--- src/logic/dtc_pkg.sv ---
package dtc_pkg;
    // Register indices; the byte address of each is four times its index.
    localparam logic [7:0]  IDX_PART_ID    = 8'h00;
    localparam logic [7:0]  IDX_DBNC_DELAY = 8'h18;
    localparam logic [7:0]  IDX_HDRM_CFG   = 8'h1b;
    localparam logic [7:0]  IDX_STATUS     = 8'h1c;
    localparam int          ADR_LSB        = 2;
    localparam int          ADR_MSB        = 9;

    // Field positions in the debounce delay register.
    localparam int          OV_SEL_LSB     = 0;
    localparam int          PHY_SEL_LSB    = 2;
    localparam int          WAKE_SEL_LSB   = 4;
    localparam int          DBNC_RSV_LSB   = 6;
    // Field positions in the headroom comparator register.
    localparam int          HDRM_SEL_LSB   = 0;
    localparam int          HDRM_THR_BIT   = 2;
    localparam int          HDRM_RSV_LSB   = 3;
    // Status register bits.
    localparam int          ST_OV_BIT      = 0;
    localparam int          ST_HDRM_BIT    = 1;
    localparam int          ST_WAKE_BIT    = 2;

    localparam logic [7:0]  DBNC_RESET     = 8'h00;
    localparam logic [7:0]  HDRM_RESET     = 8'h00;
    // Arbitrary neutral identity value.
    localparam logic [7:0]  PART_ID_VALUE  = 8'h5a;

    localparam int          CLK_PERIOD_NS  = 10;
    localparam int          CNT_W          = 24;

    // Qualification and wake-up times in nanoseconds.
    localparam int          T_10US_NS      = 10000;
    localparam int          T_100US_NS     = 100000;
    localparam int          T_1MS_NS       = 1000000;
    localparam int          T_10MS_NS      = 10000000;
    localparam int          T_8MS_NS       = 8000000;
    localparam int          T_16MS_NS      = 16000000;
    localparam int          T_32MS_NS      = 32000000;
    localparam int          T_100MS_NS     = 100000000;

    localparam int          CYC_10US       = T_10US_NS / CLK_PERIOD_NS;
    localparam int          CYC_100US      = T_100US_NS / CLK_PERIOD_NS;
    localparam int          CYC_1MS        = T_1MS_NS / CLK_PERIOD_NS;
    localparam int          CYC_10MS       = T_10MS_NS / CLK_PERIOD_NS;
    localparam int          CYC_8MS        = T_8MS_NS / CLK_PERIOD_NS;
    localparam int          CYC_16MS       = T_16MS_NS / CLK_PERIOD_NS;
    localparam int          CYC_32MS       = T_32MS_NS / CLK_PERIOD_NS;
    localparam int          CYC_100MS      = T_100MS_NS / CLK_PERIOD_NS;
endpackage

--- src/logic/dtc_qual.sv ---
`timescale 1ns/10ps
module dtc_qual
    import dtc_pkg::*;
(
    input  wire logic             clk_i,
    input  wire logic             rst_i,
    input  wire logic             event_i,
    input  wire logic [1:0]       sel_i,
    input  wire logic [CNT_W-1:0] lim0_i,
    input  wire logic [CNT_W-1:0] lim1_i,
    input  wire logic [CNT_W-1:0] lim2_i,
    input  wire logic [CNT_W-1:0] lim3_i,
    output logic                  qual_o
);
    logic [CNT_W-1:0] cnt_q;
    logic [CNT_W-1:0] lim;
    logic             qual_q;

    always_comb begin
        case (sel_i)
            2'd0:    lim = lim0_i;
            2'd1:    lim = lim1_i;
            2'd2:    lim = lim2_i;
            default: lim = lim3_i;
        endcase
    end

    // Any drop of the event restarts the count from zero.
    always_ff @(posedge clk_i) begin
        if (rst_i || !event_i) begin
            cnt_q  <= '0;
            qual_q <= 1'b0;
        end else if (!qual_q) begin
            if (cnt_q >= lim - 1'b1) begin
                qual_q <= 1'b1;
            end else begin
                cnt_q <= cnt_q + 1'b1;
            end
        end
    end

    assign qual_o = qual_q;
endmodule

--- src/logic/dtc_regs.sv ---
// Our own choice: the Wishbone register port.
`timescale 1ns/10ps
// What this block does
// - Overvoltage debounce select picks 10us, 100us, 1ms or 10ms qualification.
// - Phy supply debounce field encodes 0, 16, 32 ms; stored only, no effect.
// - Wake-up delay field bits 5:4 picks 8, 16, 32 or 100 ms.
// - Headroom debounce select: code 0 reserved, then 100us, 1ms, 10ms.
// - Headroom threshold bit 2 picks 50 mV when clear, 175 mV when set.
// - Core logic reset returns every debounce, wake-up, threshold field to zero.
// - First reset class bits clear whenever the core digital supply is invalid.
// - Second reset class bits clear on power-on or processor reset.
// - Third reset class bits clear on a pulse into regulators-off mode.
// - Fuse-loaded fields take fuse defaults at load; software may overwrite.
module dtc_regs
    import dtc_pkg::*;
// Only the two base counts need setting; the other codes keep the fixed
// ratios between the selectable times, so a scaled run keeps the proportions.
#(
    parameter int unsigned CYC_OV0   = CYC_10US,
    parameter int unsigned CYC_OV1   = CYC_OV0 * (T_100US_NS / T_10US_NS),
    parameter int unsigned CYC_OV2   = CYC_OV0 * (T_1MS_NS / T_10US_NS),
    parameter int unsigned CYC_OV3   = CYC_OV0 * (T_10MS_NS / T_10US_NS),
    parameter int unsigned CYC_WAKE0 = CYC_8MS,
    parameter int unsigned CYC_WAKE1 = CYC_WAKE0 * (T_16MS_NS / T_8MS_NS),
    parameter int unsigned CYC_WAKE2 = CYC_WAKE0 * (T_32MS_NS / T_8MS_NS),
    parameter int unsigned CYC_WAKE3 = (CYC_WAKE0 * (T_100MS_NS / T_1MS_NS))
                                       / (T_8MS_NS / T_1MS_NS)
) (
    input  wire logic        clk_i,
    input  wire logic        rst_i,
    input  wire logic        wb_cyc_i,
    input  wire logic        wb_stb_i,
    input  wire logic        wb_we_i,
    input  wire logic [31:0] wb_adr_i,
    input  wire logic [3:0]  wb_sel_i,
    input  wire logic [31:0] wb_dat_i,
    output logic      [31:0] wb_dat_o,
    output logic             wb_ack_o,
    input  wire logic        core_logic_reset_n_i,
    input  wire logic        core_supply_valid_i,
    input  wire logic        power_on_reset_n_i,
    input  wire logic        processor_reset_n_i,
    input  wire logic        regs_off_toggle_i,
    input  wire logic        fuse_load_i,
    input  wire logic [5:0]  fuse_dbnc_i,
    input  wire logic [2:0]  fuse_hdrm_i,
    input  wire logic        ov_event_i,
    input  wire logic        headroom_event_i,
    input  wire logic        wakeup_request_i,
    output logic             ov_qualified_o,
    output logic             headroom_qualified_o,
    output logic             wakeup_ready_o,
    output logic             headroom_threshold_sel_o,
    output logic      [1:0]  phy_supply_debounce_sel_o
);
    import dtc_pkg::*;

    localparam logic [CNT_W-1:0] L_OV0   = CNT_W'(CYC_OV0);
    localparam logic [CNT_W-1:0] L_OV1   = CNT_W'(CYC_OV1);
    localparam logic [CNT_W-1:0] L_OV2   = CNT_W'(CYC_OV2);
    localparam logic [CNT_W-1:0] L_OV3   = CNT_W'(CYC_OV3);
    localparam logic [CNT_W-1:0] L_WAKE0 = CNT_W'(CYC_WAKE0);
    localparam logic [CNT_W-1:0] L_WAKE1 = CNT_W'(CYC_WAKE1);
    localparam logic [CNT_W-1:0] L_WAKE2 = CNT_W'(CYC_WAKE2);
    localparam logic [CNT_W-1:0] L_WAKE3 = CNT_W'(CYC_WAKE3);

    logic [7:0]  dbnc_q;
    logic [7:0]  hdrm_q;
    logic        ack_q;
    logic [31:0] rdata_q;
    logic [31:0] rdata_d;
    logic        req;
    logic        wr_lane0;
    logic        field_clr;
    logic        class2_clr;
    logic        class3_clr;
    logic        ov_qual;
    logic        hdrm_qual;
    logic        wake_qual;
    logic [1:0]  ov_sel;
    logic [1:0]  hdrm_sel;
    logic [1:0]  wake_sel;

    function automatic logic hit(input logic [31:0] adr,
                                 input logic [7:0]  idx);
        hit = (adr[ADR_MSB:ADR_LSB] == idx)
              && (adr[31:ADR_MSB+1] == '0)
              && (adr[ADR_LSB-1:0] == '0);
    endfunction

    assign req      = wb_cyc_i && wb_stb_i && !ack_q;
    assign wr_lane0 = req && wb_we_i && wb_sel_i[0];

    // The fields fall into the first class and also follow core logic reset.
    assign field_clr  = rst_i || !core_logic_reset_n_i
                        || !core_supply_valid_i;
    assign class2_clr = rst_i || !power_on_reset_n_i
                        || !processor_reset_n_i;
    assign class3_clr = rst_i || regs_off_toggle_i;

    assign ov_sel   = dbnc_q[OV_SEL_LSB +: 2];
    assign wake_sel = dbnc_q[WAKE_SEL_LSB +: 2];
    // Reserved code 0 of the headroom select behaves as the 100 us code so
    // that a comparator event can never qualify faster than documented.
    assign hdrm_sel = (hdrm_q[HDRM_SEL_LSB +: 2] == 2'd0) ? 2'd1
                      : hdrm_q[HDRM_SEL_LSB +: 2];

    always_ff @(posedge clk_i) begin
        if (field_clr) begin
            dbnc_q[5:0] <= DBNC_RESET[5:0];
        end else if (fuse_load_i) begin
            dbnc_q[5:0] <= fuse_dbnc_i;
        end else if (wr_lane0 && hit(wb_adr_i, IDX_DBNC_DELAY)) begin
            dbnc_q[5:0] <= wb_dat_i[5:0];
        end
    end

    always_ff @(posedge clk_i) begin
        if (class2_clr) begin
            dbnc_q[7:6] <= DBNC_RESET[7:6];
        end else if (wr_lane0 && hit(wb_adr_i, IDX_DBNC_DELAY)) begin
            dbnc_q[7:6] <= wb_dat_i[7:6];
        end
    end

    always_ff @(posedge clk_i) begin
        if (field_clr) begin
            hdrm_q[2:0] <= HDRM_RESET[2:0];
        end else if (fuse_load_i) begin
            hdrm_q[2:0] <= fuse_hdrm_i;
        end else if (wr_lane0 && hit(wb_adr_i, IDX_HDRM_CFG)) begin
            hdrm_q[2:0] <= wb_dat_i[2:0];
        end
    end

    always_ff @(posedge clk_i) begin
        if (class3_clr) begin
            hdrm_q[7:3] <= HDRM_RESET[7:3];
        end else if (wr_lane0 && hit(wb_adr_i, IDX_HDRM_CFG)) begin
            hdrm_q[7:3] <= wb_dat_i[7:3];
        end
    end

    always_comb begin
        rdata_d = 32'h0000_0000;
        if (hit(wb_adr_i, IDX_PART_ID)) begin
            rdata_d[7:0] = PART_ID_VALUE;
        end else if (hit(wb_adr_i, IDX_DBNC_DELAY)) begin
            rdata_d[7:0] = dbnc_q;
        end else if (hit(wb_adr_i, IDX_HDRM_CFG)) begin
            rdata_d[7:0] = hdrm_q;
        end else if (hit(wb_adr_i, IDX_STATUS)) begin
            rdata_d[ST_OV_BIT]   = ov_qual;
            rdata_d[ST_HDRM_BIT] = hdrm_qual;
            rdata_d[ST_WAKE_BIT] = wake_qual;
        end
    end

    // One-cycle acknowledge; unmapped addresses are acknowledged with zero.
    always_ff @(posedge clk_i) begin
        if (rst_i) begin
            ack_q <= 1'b0;
        end else begin
            ack_q <= req;
        end
    end

    always_ff @(posedge clk_i) begin
        if (rst_i) begin
            rdata_q <= 32'h0000_0000;
        end else if (req && !wb_we_i) begin
            rdata_q <= rdata_d;
        end
    end

    dtc_qual u_ov (
        .clk_i   (clk_i),
        .rst_i   (rst_i),
        .event_i (ov_event_i),
        .sel_i   (ov_sel),
        .lim0_i  (L_OV0),
        .lim1_i  (L_OV1),
        .lim2_i  (L_OV2),
        .lim3_i  (L_OV3),
        .qual_o  (ov_qual)
    );

    dtc_qual u_hdrm (
        .clk_i   (clk_i),
        .rst_i   (rst_i),
        .event_i (headroom_event_i),
        .sel_i   (hdrm_sel),
        .lim0_i  (L_OV1),
        .lim1_i  (L_OV1),
        .lim2_i  (L_OV2),
        .lim3_i  (L_OV3),
        .qual_o  (hdrm_qual)
    );

    dtc_qual u_wake (
        .clk_i   (clk_i),
        .rst_i   (rst_i),
        .event_i (wakeup_request_i),
        .sel_i   (wake_sel),
        .lim0_i  (L_WAKE0),
        .lim1_i  (L_WAKE1),
        .lim2_i  (L_WAKE2),
        .lim3_i  (L_WAKE3),
        .qual_o  (wake_qual)
    );

    assign wb_ack_o                  = ack_q;
    assign wb_dat_o                  = rdata_q;
    assign ov_qualified_o            = ov_qual;
    assign headroom_qualified_o      = hdrm_qual;
    assign wakeup_ready_o            = wake_qual;
    // The threshold is a select for the analog comparator trim.
    assign headroom_threshold_sel_o  = hdrm_q[HDRM_THR_BIT];
    // The phy timer has no user here; the field is only passed out.
    assign phy_supply_debounce_sel_o = dbnc_q[PHY_SEL_LSB +: 2];
endmodule

--- config.mk ---
export PLATFORM = sky130hd
export DESIGN_NAME = dtc_regs
export DESIGN_NICKNAME = d
export VERILOG_FILES = /design/src/logic/dtc_pkg.sv /design/src/logic/dtc_qual.sv /design/src/logic/dtc_regs.sv
export SDC_FILE = /design/constraint.sdc
export NUM_CORES = 1
export LEC_CHECK = 0
export BUFFER_PORTS_ARGS = -buffer_cell sky130_fd_sc_hd__buf_2
export CAP_MARGIN = 20
export CORE_AREA = 2 2 110 112
export CTS_CLUSTER_DIAMETER = 120
export DETAILED_ROUTE_END_ITERATION = 7
export DIE_AREA = 0 0 112 114
export GPL_TIMING_DRIVEN = 0
export MAX_ROUTING_LAYER = met4
export PLACE_DENSITY_LB_ADDON = 0.05
export SETUP_SLACK_MARGIN = 0.05
export SLEW_MARGIN = 40
export SYNTH_ARGS = -nofsm -noshare
export SYNTH_HDL_FRONTEND = slang
export SYNTH_SLANG_ARGS = --single-unit
--- constraint.sdc ---
create_clock -name clk_i -period 3.5 [get_ports clk_i]
set_input_delay 0.35 -clock clk_i [delete_from_list [all_inputs] [get_ports clk_i]]
set_output_delay 0.35 -clock clk_i [all_outputs]
set_load 0.01 [all_outputs]
Word level (Yosys, flattened, before mapping)
Cells that the tools add are included.
{"block": "totals", "input_bits": 91, "regBits": 100}
{"block": "op_classes", "magnitude_cmp": 3, "eq_ne": 9, "n_addsub": 6, "n_mux": 19, "n_reduce_logical": 45, "n_bitwise": 6}
{"cell": "24-bit by 1-bit adder with 24-bit output, second input constant", "count": 3}
{"cell": "24-bit greater-or-equal comparator", "count": 3}
{"cell": "24-bit case mux with 3 select lines", "count": 1}
{"cell": "20-bit case mux with 3 select lines", "count": 1}
{"cell": "20-bit by 1-bit subtractor with 21-bit output, second input constant", "count": 2}
{"cell": "20-bit case mux with 2 select lines", "count": 1}
{"cell": "8-bit by 5-bit == test with 1-bit output, second input constant", "count": 3}
{"cell": "24-bit by 1-bit subtractor with 24-bit output, second input constant", "count": 1}
{"cell": "22-bit logical NOT", "count": 1}
{"cell": "8-bit 2-to-1 mux", "count": 2}
{"cell": "1-bit logical AND", "count": 15}
{"cell": "3-bit 2-to-1 mux", "count": 4}
{"cell": "6-bit 2-to-1 mux", "count": 2}
{"cell": "2-bit logical NOT", "count": 5}
{"cell": "1-bit logical NOT", "count": 9}
{"cell": "8-bit logical NOT", "count": 1}
{"cell": "1-bit logical OR", "count": 8}
{"cell": "2-bit by 1-bit == test with 1-bit output, second input constant", "count": 3}
{"cell": "2-bit == test, second input constant", "count": 3}
{"cell": "1-bit 2-to-1 mux", "count": 6}
{"cell": "1-bit inverter", "count": 6}
{"cell": "2-bit AND reduction", "count": 3}
{"cell": "5-bit 2-to-1 mux", "count": 1}
{"cell": "2-bit nonzero test", "count": 2}
{"cell": "2 further kinds", "count": 2}

Logic depth before layout (Yosys ltp)
Gate-level depths: netlist of run 1.
{"block": "logic_depth", "ltp_word": 9, "depth_mapped": 13, "mapped_depth_nobuf": 12}

Modules after synthesis
A second synthesis of run 1 with hierarchy kept.
{"block": "hier_totals", "cells_unflattened": 1079, "hier_area_um2": 10043.4}
{"module": "dtc_qual (u_ov ...)", "cells_per_inst": 297, "area_per_inst_um2": 2831.5, "instances": 2}
{"module": "dtc_qual (u_hdrm)", "cells_per_inst": 301, "area_per_inst_um2": 2787.7, "instances": 1}
{"module": "dtc_regs", "cells_per_inst": 184, "area_per_inst_um2": 1592.8, "instances": 1}

Least setup slack after synthesis of run 1
OpenSTA, ideal clock, no wires.
{"block": "synth_timing", "path_type": "register to register", "startpoint": "register dbnc_q[4]", "endpoint": "register u_wake.cnt_q[12]", "synth_period_minus_slack_ps": 2871, "t_arrival_ps": 2738, "required_ps": 3368, "path_stages_with_launch": 14, "path_slack_ps": 629, "setup_ps": 132, "cell_sequence": "dfxtp_1 inv_1 ha_1 inv_1 xnor2_1 ha_1 a21o_1 a21o_1 a221oi_1 o21ai_1 clkbuf_1 clkbuf_1 o31ai_1 a21oi_1"}
{"block": "synth_via", "elab_chain_cells": 6, "word_cells_on_any_way": 8}
{"item": "from (decl)", "line": "dtc_regs.sv:67", "rtl": "logic [7:0] dbnc_q;"}
{"item": "from (signal assigned)", "line": "dtc_regs.sv:110", "rtl": "dbnc_q[5:0] <= DBNC_RESET[5:0];"}
{"item": "from (signal assigned)", "line": "dtc_regs.sv:112", "rtl": "dbnc_q[5:0] <= fuse_dbnc_i;"}
{"item": "from (signal assigned)", "line": "dtc_regs.sv:114", "rtl": "dbnc_q[5:0] <= wb_dat_i[5:0];"}
{"item": "2-bit == test, or another cell as far along", "line": "dtc_qual.sv:20", "rtl": "case (sel_i)"}
{"item": "24-bit case mux with 3 select lines *", "line": "dtc_qual.sv:20"}
{"item": "24-bit by 1-bit subtractor with 24-bit output *", "line": "dtc_qual.sv:34", "rtl": "if (cnt_q >= lim - 1'b1) begin"}
{"item": "24-bit greater-or-equal comparator *", "line": "dtc_qual.sv:34"}
{"item": "1-bit inverter (no line) *"}
{"item": "2-bit AND reduction (no line) *"}
{"item": "to (signal assigned)", "line": "dtc_qual.sv:37", "rtl": "cnt_q <= cnt_q + 1'b1;"}
{"item": "to (decl)", "line": "dtc_qual.sv:15", "rtl": "logic [CNT_W-1:0] cnt_q;"}
Mark *: on every way between the ends. The rest lies on a longest branch, timed or not.
A chain may end at the register's enable or synchronous reset.

Final worst setup path of run 1
{"block": "layout_timing", "startpoint": "register dbnc_q[4]", "endpoint": "register u_wake.cnt_q[7]"}
The elaborated chain is that of the path after synthesis.

==> results of run 1 <==
[state kept, by name, summed over array words and instances, names as in the netlist]
name	flops
dbnc_q	6
hdrm_q	7
headroom_threshold_sel_o	1
phy_supply_debounce_sel_o	2
u_hdrm.cnt_q	24
u_hdrm.qual_o	1
u_ov.cnt_q	24
u_ov.qual_o	1
u_wake.cnt_q	24
u_wake.qual_o	1
wb_ack_o	1
wb_dat_o	8
[cells in the mapped netlist (all sizes together) (4+ instances only)]
cell,count,area [µm²]
dfxtp,100,2000
nand2,70,265
ha,60,751
a21oi,56,280
nor2,52,195
mux2i,38,380
nand2b,38,238
buf,31,225
inv,27,101
nand4,25,156
o21ai,23,115
clkbuf,21,80.1
nand3,19,95.1
nor3,19,95.1
and3,16,100
or4,16,124
nor4,13,87.6
a211oi,12,103
and2,12,75.1
or3,12,75.1
o31ai,11,82.6
o211ai,8,60.1
a21o,7,53.8
and4,6,53.8
xnor2,6,52.6
a2111oi,5,81.3
a22oi,5,37.5
nand3b,4,30.0
o21a,4,30.0
or2,4,25.0
[layer usage]
| layer | global-route usage [%] | routed length (µm) | vias to the layer above |
|---|---|---|---|
| met3 | 2.98 | 565 | 23 |
| met5 | - | 0 | - |
| met4 | 10.2 | 318 | 0 |
| met2 | 41.5 | 7700 | 137 |
| met1 | 31.4 | 7120 | 2819 |
| li1 | - | - | 2937 |
[worst max-delay path by stage]
| stage | startpoint | end | slack [ps] | cells after the start |
|---|---|---|---|---|
| final | dbnc_q[4] | u_wake.cnt_q[7] | 250 | 13 |
| after global routing | dbnc_q[4] | u_wake.cnt_q[7] | 60 | 13 |
| after CTS | dbnc_q[5] | u_wake.cnt_q[7] | 70 | 13 |
| after detailed placement | dbnc_q[4] | u_wake.cnt_q[1] | -130 | 13 |
| after global placement | dbnc_q[4] | u_wake.cnt_q[1] | -110 | 13 |
| after floorplan | dbnc_q[4] | u_wake.cnt_q[12] | 630 | 13 |
[power by group]
group / internal [W] / switching [W] / leakage [nW] / total [W]
clock: 0.000792 / 0.000446 / 0.177 / 0.00124
sequential: 0.00115 / 0.00000956 / 0.808 / 0.00116
combinational: 0.0000878 / 0.000107 / 2.18 / 0.000195
total: 0.00203 / 0.000563 / 3.17 / 0.00259
[through the flow]
step | hold WS, ps | total power [W] | instance area (µm²) | instances
6_report | 222 | 0.00259 | 7460 | 1024
5_1_grt | 235 | 0.00268 | 7460 | 1024
4_1_cts | 220 | 0.00260 | 7450 | 1024
3_5_place_dp | 449 | 0.00138 | 7070 | 1008
3_3_place_gp | 444 | 0.00137 | 7050 | 1007
2_1_floorplan | 429 | 0.00130 | 6470 | 782
[area by class of cell]
type | count | area share (%)
Sequential cell | 100 | 26.9
Tap cell | 147 | 2.47
Timing Repair Buffer | 79 | 5.34
Inverter | 27 | 1.36
Multi-Input combinational cell | 602 | 54.8
Clock inverter | 4 | 1.61
Clock buffer | 12 | 3.31
Buffer | 53 | 4.28
[kinds of logic after synthesis]
family                     after synthesis  synth area share, %
xor gates and xnor gates                 8                 1.10
other                                    2                0.118
muxes                                   38                 5.96
adders and majority gates               60                 11.8
AOI/OAI and AO/OA                      155                 16.8
buffers and inverters                   80                 6.53
DFF                                    100                 31.4
and+or+nand+nor                        314                 26.3
==> flow_metrics.env, run 1 <==
export IMPL_arrival_ps=3460
export IMPL_ys_warnings_count=0
export IMPL_ios=130
export IMPL_tns_ps=0
export IMPL_path_buf_inv=4
export IMPL_path_clk_slew_ps=70
export IMPL_worstMarginPinSlew_ps=786
export IMPL_fp_dieW_um=112
export IMPL_layout_common_cells="dfxtp_1, buf_2, nand2_1"
export IMPL_timing_fmax_mhz=308
export IMPL_dp_hpwl_um=11900
export IMPL_max_cap_violations=0
export IMPL_clockBufferDepth=2
export IMPL_ant_nets=0
export IMPL_reg2reg_slack_ps=250
export IMPL_ctsHoldBuffers=0
export IMPL_grt_ovfl_total=0
export IMPL_hold_viol=0
export IMPL_grt_pass1_vias=5521
export IMPL_max_stage_delay_ps=400
export IMPL_route_detailed_drc=0
export IMPL_numCtsBuffers=9
export IMPL_syn2layout_area_growth_pct=16.9
export IMPL_timing_rr_start="dbnc_q[4]"
export IMPL_slew_headroom_pct=47.6
export IMPL_synth_area_per_cell_um2=8.43
export IMPL_drt_pass1_iterations=4
export IMPL_final_common_cell="dfxtp_1"
export IMPL_postLayoutSetupSlackWorst_ps=252
export IMPL_rows=40
export IMPL_synth_edff_count=0
export IMPL_htree_levels=3
export IMPL_start_util_pct=54.5
export IMPL_pre_cts_slack_ps=-133
export IMPL_ys_async_sr_fraction_pct=0
export IMPL_hold_path_depth=2
export IMPL_portBuffers=78
export IMPL_rr_endpoint="u_wake.cnt_q[7]"
export IMPL_clock_sinks=100
export IMPL_synth_main_ff_cell="dfxtp_1"
export IMPL_slowest_stage="dfxtp_2"
export IMPL_clkLatencyLatePin_ps=350
export IMPL_hp_class="primary input to flop"
export IMPL_place_congestion=0.839
export IMPL_worst_ep_required_time_ps=3710
export IMPL_cp_start_kind="flop"
export IMPL_grt_max_degree=16
export IMPL_ys_types=69
export IMPL_fillers=1024
export IMPL_regArea_um2=2000
export IMPL_grt_use_total_pct=25.0
export IMPL_finClkSkew_ps=8.63
export IMPL_fin_crit_sh_pct=92.8
export IMPL_multi_input_area_um2=4080
export IMPL_setup_viol=0
export IMPL_vias_per_cell=5.78
export IMPL_cts_setup_buffers=0
export IMPL_drive_gt1_share_pct=17.8
export IMPL_post_drt_wl_per_cell_um=15.3
export IMPL_insertedDiodeCount=0
export IMPL_power_leakage_nw=3.17
export IMPL_status="finished, final reports clean"
export IMPL_critical_path_class="flop to flop"
export IMPL_routed_wl_um=15700
export IMPL_syn_inst=757
export IMPL_peakVddDrop_v=0.000242
export IMPL_cts_repair_resized=4
export IMPL_hold_end="hdrm_q[4]"
export IMPL_syn_cell_area_um2=6380
export IMPL_die_area_um2=12800
export IMPL_cts_root_buf="clkbuf_16"
export IMPL_vias=5916
export IMPL_antenna_found_initial=0
export IMPL_coreArea_um2=11700
export IMPL_ys_ff_latch=100
export IMPL_period_needed_ps=3250
export IMPL_crit_path_max_fanout=10
export IMPL_cp_cell_sequence="inv_1 -> ha_1 -> inv_1 -> xnor2_1 -> ha_1 -> a21o_1 -> a21o_1 -> a221oi_2 -> o21ai_2 -> clkbuf_2 -> clkbuf_2 -> o31ai_1 -> a21oi_1"
export IMPL_crit_path_end_kind="flop"
export IMPL_cp_top_family="compound AO/OA/AOI/OAI gates"
export IMPL_holdCritStartpoint="regs_off_toggle_i"
export IMPL_final_util_pct=63.7
export IMPL_die_h_um=114
export IMPL_power_density_nw_per_um2=347
export IMPL_grt_pass1_wl_um=25600
export IMPL_finalMaxSlewViolations=0
export IMPL_first_iter_violations=245
export IMPL_rsz0062_at_grt="false"
export IMPL_final_nets=1023
export IMPL_cts_tree="built"
export IMPL_reg2reg_depth=13
export IMPL_ys_seq_area_share_pct=31.4
(Power assumes the default switching activity.)
==> inputs of run 2 (changes only) <==
--- a/config.mk
+++ b/config.mk
@@ -12,9 +12,10 @@
 export DETAILED_ROUTE_END_ITERATION = 7
 export DIE_AREA = 0 0 112 114
 export GPL_TIMING_DRIVEN = 0
+export HOLD_SLACK_MARGIN = 0.1
 export MAX_ROUTING_LAYER = met4
-export PLACE_DENSITY_LB_ADDON = 0.05
-export SETUP_SLACK_MARGIN = 0.05
+export PLACE_DENSITY_LB_ADDON = 0.15
+export SETUP_SLACK_MARGIN = 0.5
 export SLEW_MARGIN = 40
 export SYNTH_ARGS = -nofsm -noshare
 export SYNTH_HDL_FRONTEND = slang
==> run 2 against run 1 <==
- register-to-register slack improved by 390 ps
- clock skew down 0.56 ps
- clock-buffer cell count is 2 lower
- maximum frequency up 14%
- via count grew 0.46%
- first-iteration DRC count is 40% higher
- wire length shrank 1.6%
==> flow_metrics.env, run 2 (synthesized netlist as in run 1, its figures left out) <==
export IMPL_finalNonFillerCells=1030
export IMPL_cts_tree="built"
export IMPL_route_detailed_drc=0
export IMPL_vias_per_cell=5.77
export IMPL_peakVddDrop_v=0.000267
export IMPL_setup_viol=0
export IMPL_ios=130
export IMPL_critical_path_class="flop to flop"
export IMPL_period_needed_ps=2860
export IMPL_grt_max_degree=17
export IMPL_worst_ep_required_time_ps=3770
export IMPL_ant_nets=0
export IMPL_coreArea_um2=11700
export IMPL_drive_gt1_share_pct=20.4
export IMPL_htree_levels=3
export IMPL_routed_wl_um=15500
export IMPL_fillers=981
export IMPL_hold_viol=0
export IMPL_finalMaxSlewViolations=0
export IMPL_tns_ps=0
export IMPL_max_cap_violations=0
export IMPL_dp_cells=1007
export IMPL_crit_path_max_fanout=9
export IMPL_crit_path_end_kind="flop"
export IMPL_place_congestion=0.884
export IMPL_reg2reg_depth=12
export IMPL_status="finished, final reports clean"
export IMPL_final_common_cell="dfxtp_1"
export IMPL_grt_pass1_vias=5466
export IMPL_final_nets=1029
export IMPL_hold_path_depth=2
export IMPL_hp_class="primary input to flop"
export IMPL_drt_pass1_iterations=5
export IMPL_syn2layout_area_growth_pct=18.9
export IMPL_finClkSkew_ps=8.07
export IMPL_clock_sinks=100
export IMPL_worstMarginPinSlew_ps=658
export IMPL_insertedDiodeCount=0
export IMPL_largestRegisters="u_hdrm.cnt_q x24, u_ov.cnt_q x24, u_wake.cnt_q x24"
export IMPL_die_area_um2=12800
export IMPL_arrival_ps=3130
export IMPL_cp_start_kind="flop"
export IMPL_numCtsBuffers=9
export IMPL_vias=5943
export IMPL_rsz0062_at_grt="true"
export IMPL_reg2reg_slack_ps=640
export IMPL_rows=40
export IMPL_cts_root_buf="clkbuf_16"
export IMPL_rr_endpoint="u_wake.cnt_q[12]"
export IMPL_clkLatencyLatePin_ps=350
export IMPL_timing_fmax_mhz=350
export IMPL_start_util_pct=54.5
export IMPL_grt_use_total_pct=24.8
export IMPL_grt_ovfl_total=0
export IMPL_slew_headroom_pct=56.1
export IMPL_fp_dieW_um=112
export IMPL_whs_ps=225
export IMPL_grt_pass1_wl_um=25400
export IMPL_hold_end="hdrm_q[4]"
export IMPL_timing_rr_start="dbnc_q[5]"
export IMPL_fin_crit_sh_pct=81.7
export IMPL_dp_hpwl_um=11600
export IMPL_layout_common_cells="dfxtp_1, buf_2, nand2_1"
export IMPL_first_iter_violations=342
export IMPL_path_clk_slew_ps=70
export IMPL_antenna_found_initial=0
export IMPL_power_density_nw_per_um2=329
export IMPL_ctsHoldBuffers=0
export IMPL_clockBufferDepth=2
export IMPL_portBuffers=78
export IMPL_post_drt_wl_per_cell_um=15.0
export IMPL_holdCritStartpoint="regs_off_toggle_i"
export IMPL_die_h_um=114
export IMPL_power_leakage_nw=3.23
-- run 2: what timing repair did --
item                                    CTS  global route
resized for setup                        21            14
pin swaps                                 2             6
endpoints found under the setup margin   33            42
buffers inserted                          2             5
-- run 2: metrics by stage --
step | total power (W) | cell area (µm²) | utilization, % | worst slack (ps)
global placement | 0.00137 | 7050 | 60.2 | -42.4
global route | 0.00257 | 7580 | 64.8 | 464
finish | 0.00250 | 7580 | 64.8 | 640
CTS | 0.00251 | 7490 | 63.9 | 528
floorplan | 0.00130 | 6470 | - | 629
detailed placement | 0.00138 | 7060 | 60.3 | -132
-- run 2: power by group --
group	internal (W)	switching (W)	leakage, nW	total [W]
Clock	0.000701	0.000441	0.163	0.00114
Combinational	0.0000906	0.000110	2.25	0.000201
Sequential	0.00115	0.00000922	0.810	0.00116
-- run 2: worst max path at each step --
stage	from	end	slack (ps)	cells after the start
detailed placement	dbnc_q[5]	u_wake.cnt_q[1]	-130	13
floorplan	dbnc_q[4]	u_wake.cnt_q[12]	630	13
global route	dbnc_q[0]	u_ov.cnt_q[13]	460	11
CTS	dbnc_q[0]	u_ov.cnt_q[13]	530	11
finish	dbnc_q[5]	u_wake.cnt_q[12]	640	12
global placement	dbnc_q[5]	u_wake.cnt_q[1]	-40	13
-- run 2: worst max-delay path, stage by stage (launching register included) --
cell and delay [ps]:
dfxtp_4 380, inv_2 70, ha_1 220, nor2_2 160, xnor2_2 130, ha_1 250
a21o_1 160, a21o_1 180, a221oi_2 270, o21ai_2 100, buf_4 180, or4_1 520
a21oi_2 170
-- run 2: metal layers --
metal / track usage (%) / vias up / part of all wire [%]
met3: 3.40 / 34 / 4.1
met1: 30.2 / 2798 / 43
met4: 9.76 / 0 / 2.5
met2: 41.9 / 143 / 50
li1: - / 2968 / -
met5: - / - / 0
-- run 2: area by class of cell --
| type | count | area (µm²) | share of cell area (%) |
|---|---|---|---|
| plain buffers | 53 | 328 | 4.32 |
| clock buffers | 10 | 229 | 3.02 |
| clock inverters | 6 | 111 | 1.47 |
| inverters | 27 | 101 | 1.34 |
| multi-input cells | 602 | 4170 | 55.0 |
| flip-flops and latches | 100 | 2010 | 26.5 |
| well taps | 147 | 184 | 2.43 |
| repair buffers | 85 | 443 | 5.84 |
==> inputs of run 3 (changes only) <==
==> constraint.sdc (replaced) <==
create_clock -name clk_i -period 2.7 [get_ports clk_i]
set_input_delay 0.27 -clock clk_i [delete_from_list [all_inputs] [get_ports clk_i]]
set_output_delay 0.27 -clock clk_i [all_outputs]
set_load 0.01 [all_outputs]
==> run 3 against run 2 <==
- the run now ends with negative setup slack left
- first-iteration DRC count is 69% higher
- clock power increased by 15%
- critical endpoint is now u_wake.cnt_q[5]
- non-clock buffer count up 54
- register-to-register slack worse by 780 ps
- sequential cell count is the same
- sequential share of layout area fell by 4.2 points
- core utilization up 13 points
- design area is 20% higher
- largest power group unchanged
- power increased by 26%
- hold slack worse by 71 ps
- final cell count grew 5.4%
==> flow_metrics.env, run 3 (synthesized netlist as in run 1, its figures left out) <==
export IMPL_grt_pass1_vias=6427
export IMPL_status="finished with violations"
export IMPL_hold_end="hdrm_q[6]"
export IMPL_power_switching_w=0.000798
export IMPL_die_area_um2=12800
export IMPL_fillers=738
export IMPL_final_common_cell="dfxtp_1"
export IMPL_insertedDiodeCount=0
export IMPL_worstMarginPinSlew_ps=743
export IMPL_violations="negative setup slack"
export IMPL_hp_class="primary input to flop"
export IMPL_fin_crit_sh_pct=105
export IMPL_slowest_stage="dfxtp_4"
export IMPL_grt_pass1_wl_um=31100
export IMPL_place_congestion=0.855
export IMPL_cts_tree="built"
export IMPL_ctsHoldBuffers=0
export IMPL_drive_gt1_share_pct=37.8
export IMPL_layout_common_cells="dfxtp_1, buf_2, buf_4"
export IMPL_grt_use_total_pct=30.7
export IMPL_finClkSkew_ps=9.74
export IMPL_max_cap_violations=0
export IMPL_p_int_w=0.00234
export IMPL_crit_path_max_fanout=6
export IMPL_worst_ep_required_time_ps=2930
export IMPL_grt_ovfl_total=0
export IMPL_rr_endpoint="u_wake.cnt_q[5]"
export IMPL_reg2reg_slack_ps=-140
export IMPL_cp_start_kind="flop"
export IMPL_dp_hpwl_um=12200
export IMPL_reg2reg_depth=13
export IMPL_largestRegisters="u_hdrm.cnt_q x24, u_ov.cnt_q x24, u_wake.cnt_q x24"
export IMPL_syn2layout_area_growth_pct=42.2
export IMPL_swShare_pct=25.5
export IMPL_grt_max_degree=16
export IMPL_finalPower_w=0.00313
export IMPL_cp_cell_sequence="inv_4 -> ha_4 -> inv_4 -> xnor2_2 -> ha_1 -> a21o_1 -> a21o_1 -> a221oi_4 -> o21ai_4 -> buf_8 -> clkbuf_16 -> o31ai_4 -> a21oi_1"
export IMPL_p_comb_share_pct=10.3
export IMPL_rows=40
export IMPL_cts_root_buf="clkbuf_16"
export IMPL_die_h_um=114
export IMPL_path_clk_slew_ps=70
export IMPL_slew_headroom_pct=50.5
export IMPL_clockBufferDepth=2
export IMPL_postLayoutSetupSlackWorst_ps=-138
export IMPL_power_leakage_nw=3.65
export IMPL_routed_wl_um=21700
export IMPL_critical_path_class="flop to flop"
export IMPL_timing_rr_start="dbnc_q[4]"
export IMPL_holdCritStartpoint="regs_off_toggle_i"
export IMPL_hold_path_depth=2
export IMPL_power_density_nw_per_um2=345
export IMPL_drt_pass1_iterations=5
export IMPL_peakVddDrop_v=0.000333
export IMPL_htree_levels=3
export IMPL_ant_nets=0
export IMPL_clkLatencyLatePin_ps=370
export IMPL_finalMaxSlewViolations=0
export IMPL_power_frac_clock_pct=41.9
export IMPL_crit_path_end_kind="flop"
export IMPL_numCtsBuffers=9
export IMPL_timing_fmax_mhz=352
export IMPL_fp_dieW_um=112
export IMPL_pwr_share_seq_pct=47.8
export IMPL_pre_cts_slack_ps=-138
export IMPL_postLayoutCellArea_um2=9070
export IMPL_rsz0062_at_grt="true"
export IMPL_dpl_cell_area_um2=7360
export IMPL_hold_viol=0
export IMPL_post_drt_wl_per_cell_um=20.0
export IMPL_setup_viol=24
export IMPL_ios=130
export IMPL_period_needed_ps=2840
export IMPL_start_util_pct=54.5
export IMPL_portBuffers=78
export IMPL_max_stage_delay_ps=410
export IMPL_first_iter_violations=577
export IMPL_route_detailed_drc=0
export IMPL_vias=6736
export IMPL_clock_sinks=100
export IMPL_arrival_ps=3070
export IMPL_final_nets=1085
export IMPL_antenna_found_initial=0
export IMPL_coreArea_um2=11700
export IMPL_vias_per_cell=6.20
[run 3: per-layer routing]
metal	vias to the layer above	wire, µm	track usage [%]
met2	329	11100	54.4
met1	3236	8270	35.1
met4	0	833	12.4
met3	92	1500	4.57
met5	-	0	-
li1	3079	-	-
[run 3: worst max-delay path by stage]
| stage | from | to | depth (start not counted) |
|---|---|---|---|
| finish | dbnc_q[4] | u_wake.cnt_q[5] | 13 |
| detailed placement | dbnc_q[4] | u_wake.cnt_q[5] | 13 |
| global route | dbnc_q[4] | u_wake.cnt_q[9] | 13 |
| floorplan | dbnc_q[4] | u_wake.cnt_q[5] | 13 |
| global placement | dbnc_q[4] | u_wake.cnt_q[1] | 12 |
| CTS | dbnc_q[4] | u_wake.cnt_q[5] | 13 |
[run 3: power by group through the flow]
stage	Combinational (W)	Clock (W)	Sequential, W
6_report	0.000324	0.00131	0.00150
3_3_place_gp	0.000248	0	0.00153
3_5_place_dp	0.000258	0	0.00153
4_1_cts	0.000293	0.00131	0.00150
5_1_grt	0.000353	0.00137	0.00150
2_1_floorplan	0.000161	0	0.00153
[run 3: cell type report]
type                    count  area (µm²)  share of cell area (%)
multi-input cells         604        5130                    56.6
flip-flops and latches    100        2030                    22.3
repair buffers            139         936                    10.3
plain buffers              53         390                    4.30
clock buffers               9         225                    2.48
well taps                 147         184                    2.03
inverters                  27         121                    1.34
clock inverters             7        57.6                   0.634
[run 3: through the flow]
step	utilization (%)	hold slack, ps	TNS (ps)	instances
6_report	77.5	154	-2080	1086
5_1_grt	77.5	179	-3920	1086
3_5_place_dp	62.8	445	-1950	1007
4_1_cts	73.5	154	-645	1068
2_1_floorplan	-	349	0	782
3_3_place_gp	62.6	431	-1240	1007
[run 3: worst max-delay path: cells and delay by family, from the launching register on]
family,cells,cell delay (ps)
buffers and inverters,4,420
xor gates and xnor gates,1,120
AOI/OAI and AO/OA,6,1150
DFF,1,410
adders and majority gates,2,590
[run 3: repair_timing]
action | in CTS | in global routing
setup buffers | 38 | 18
endpoints found under the setup margin | 67 | 75
resized for setup | 108 | 60
pin swaps | 50 | 45
cloned | 7 | 0
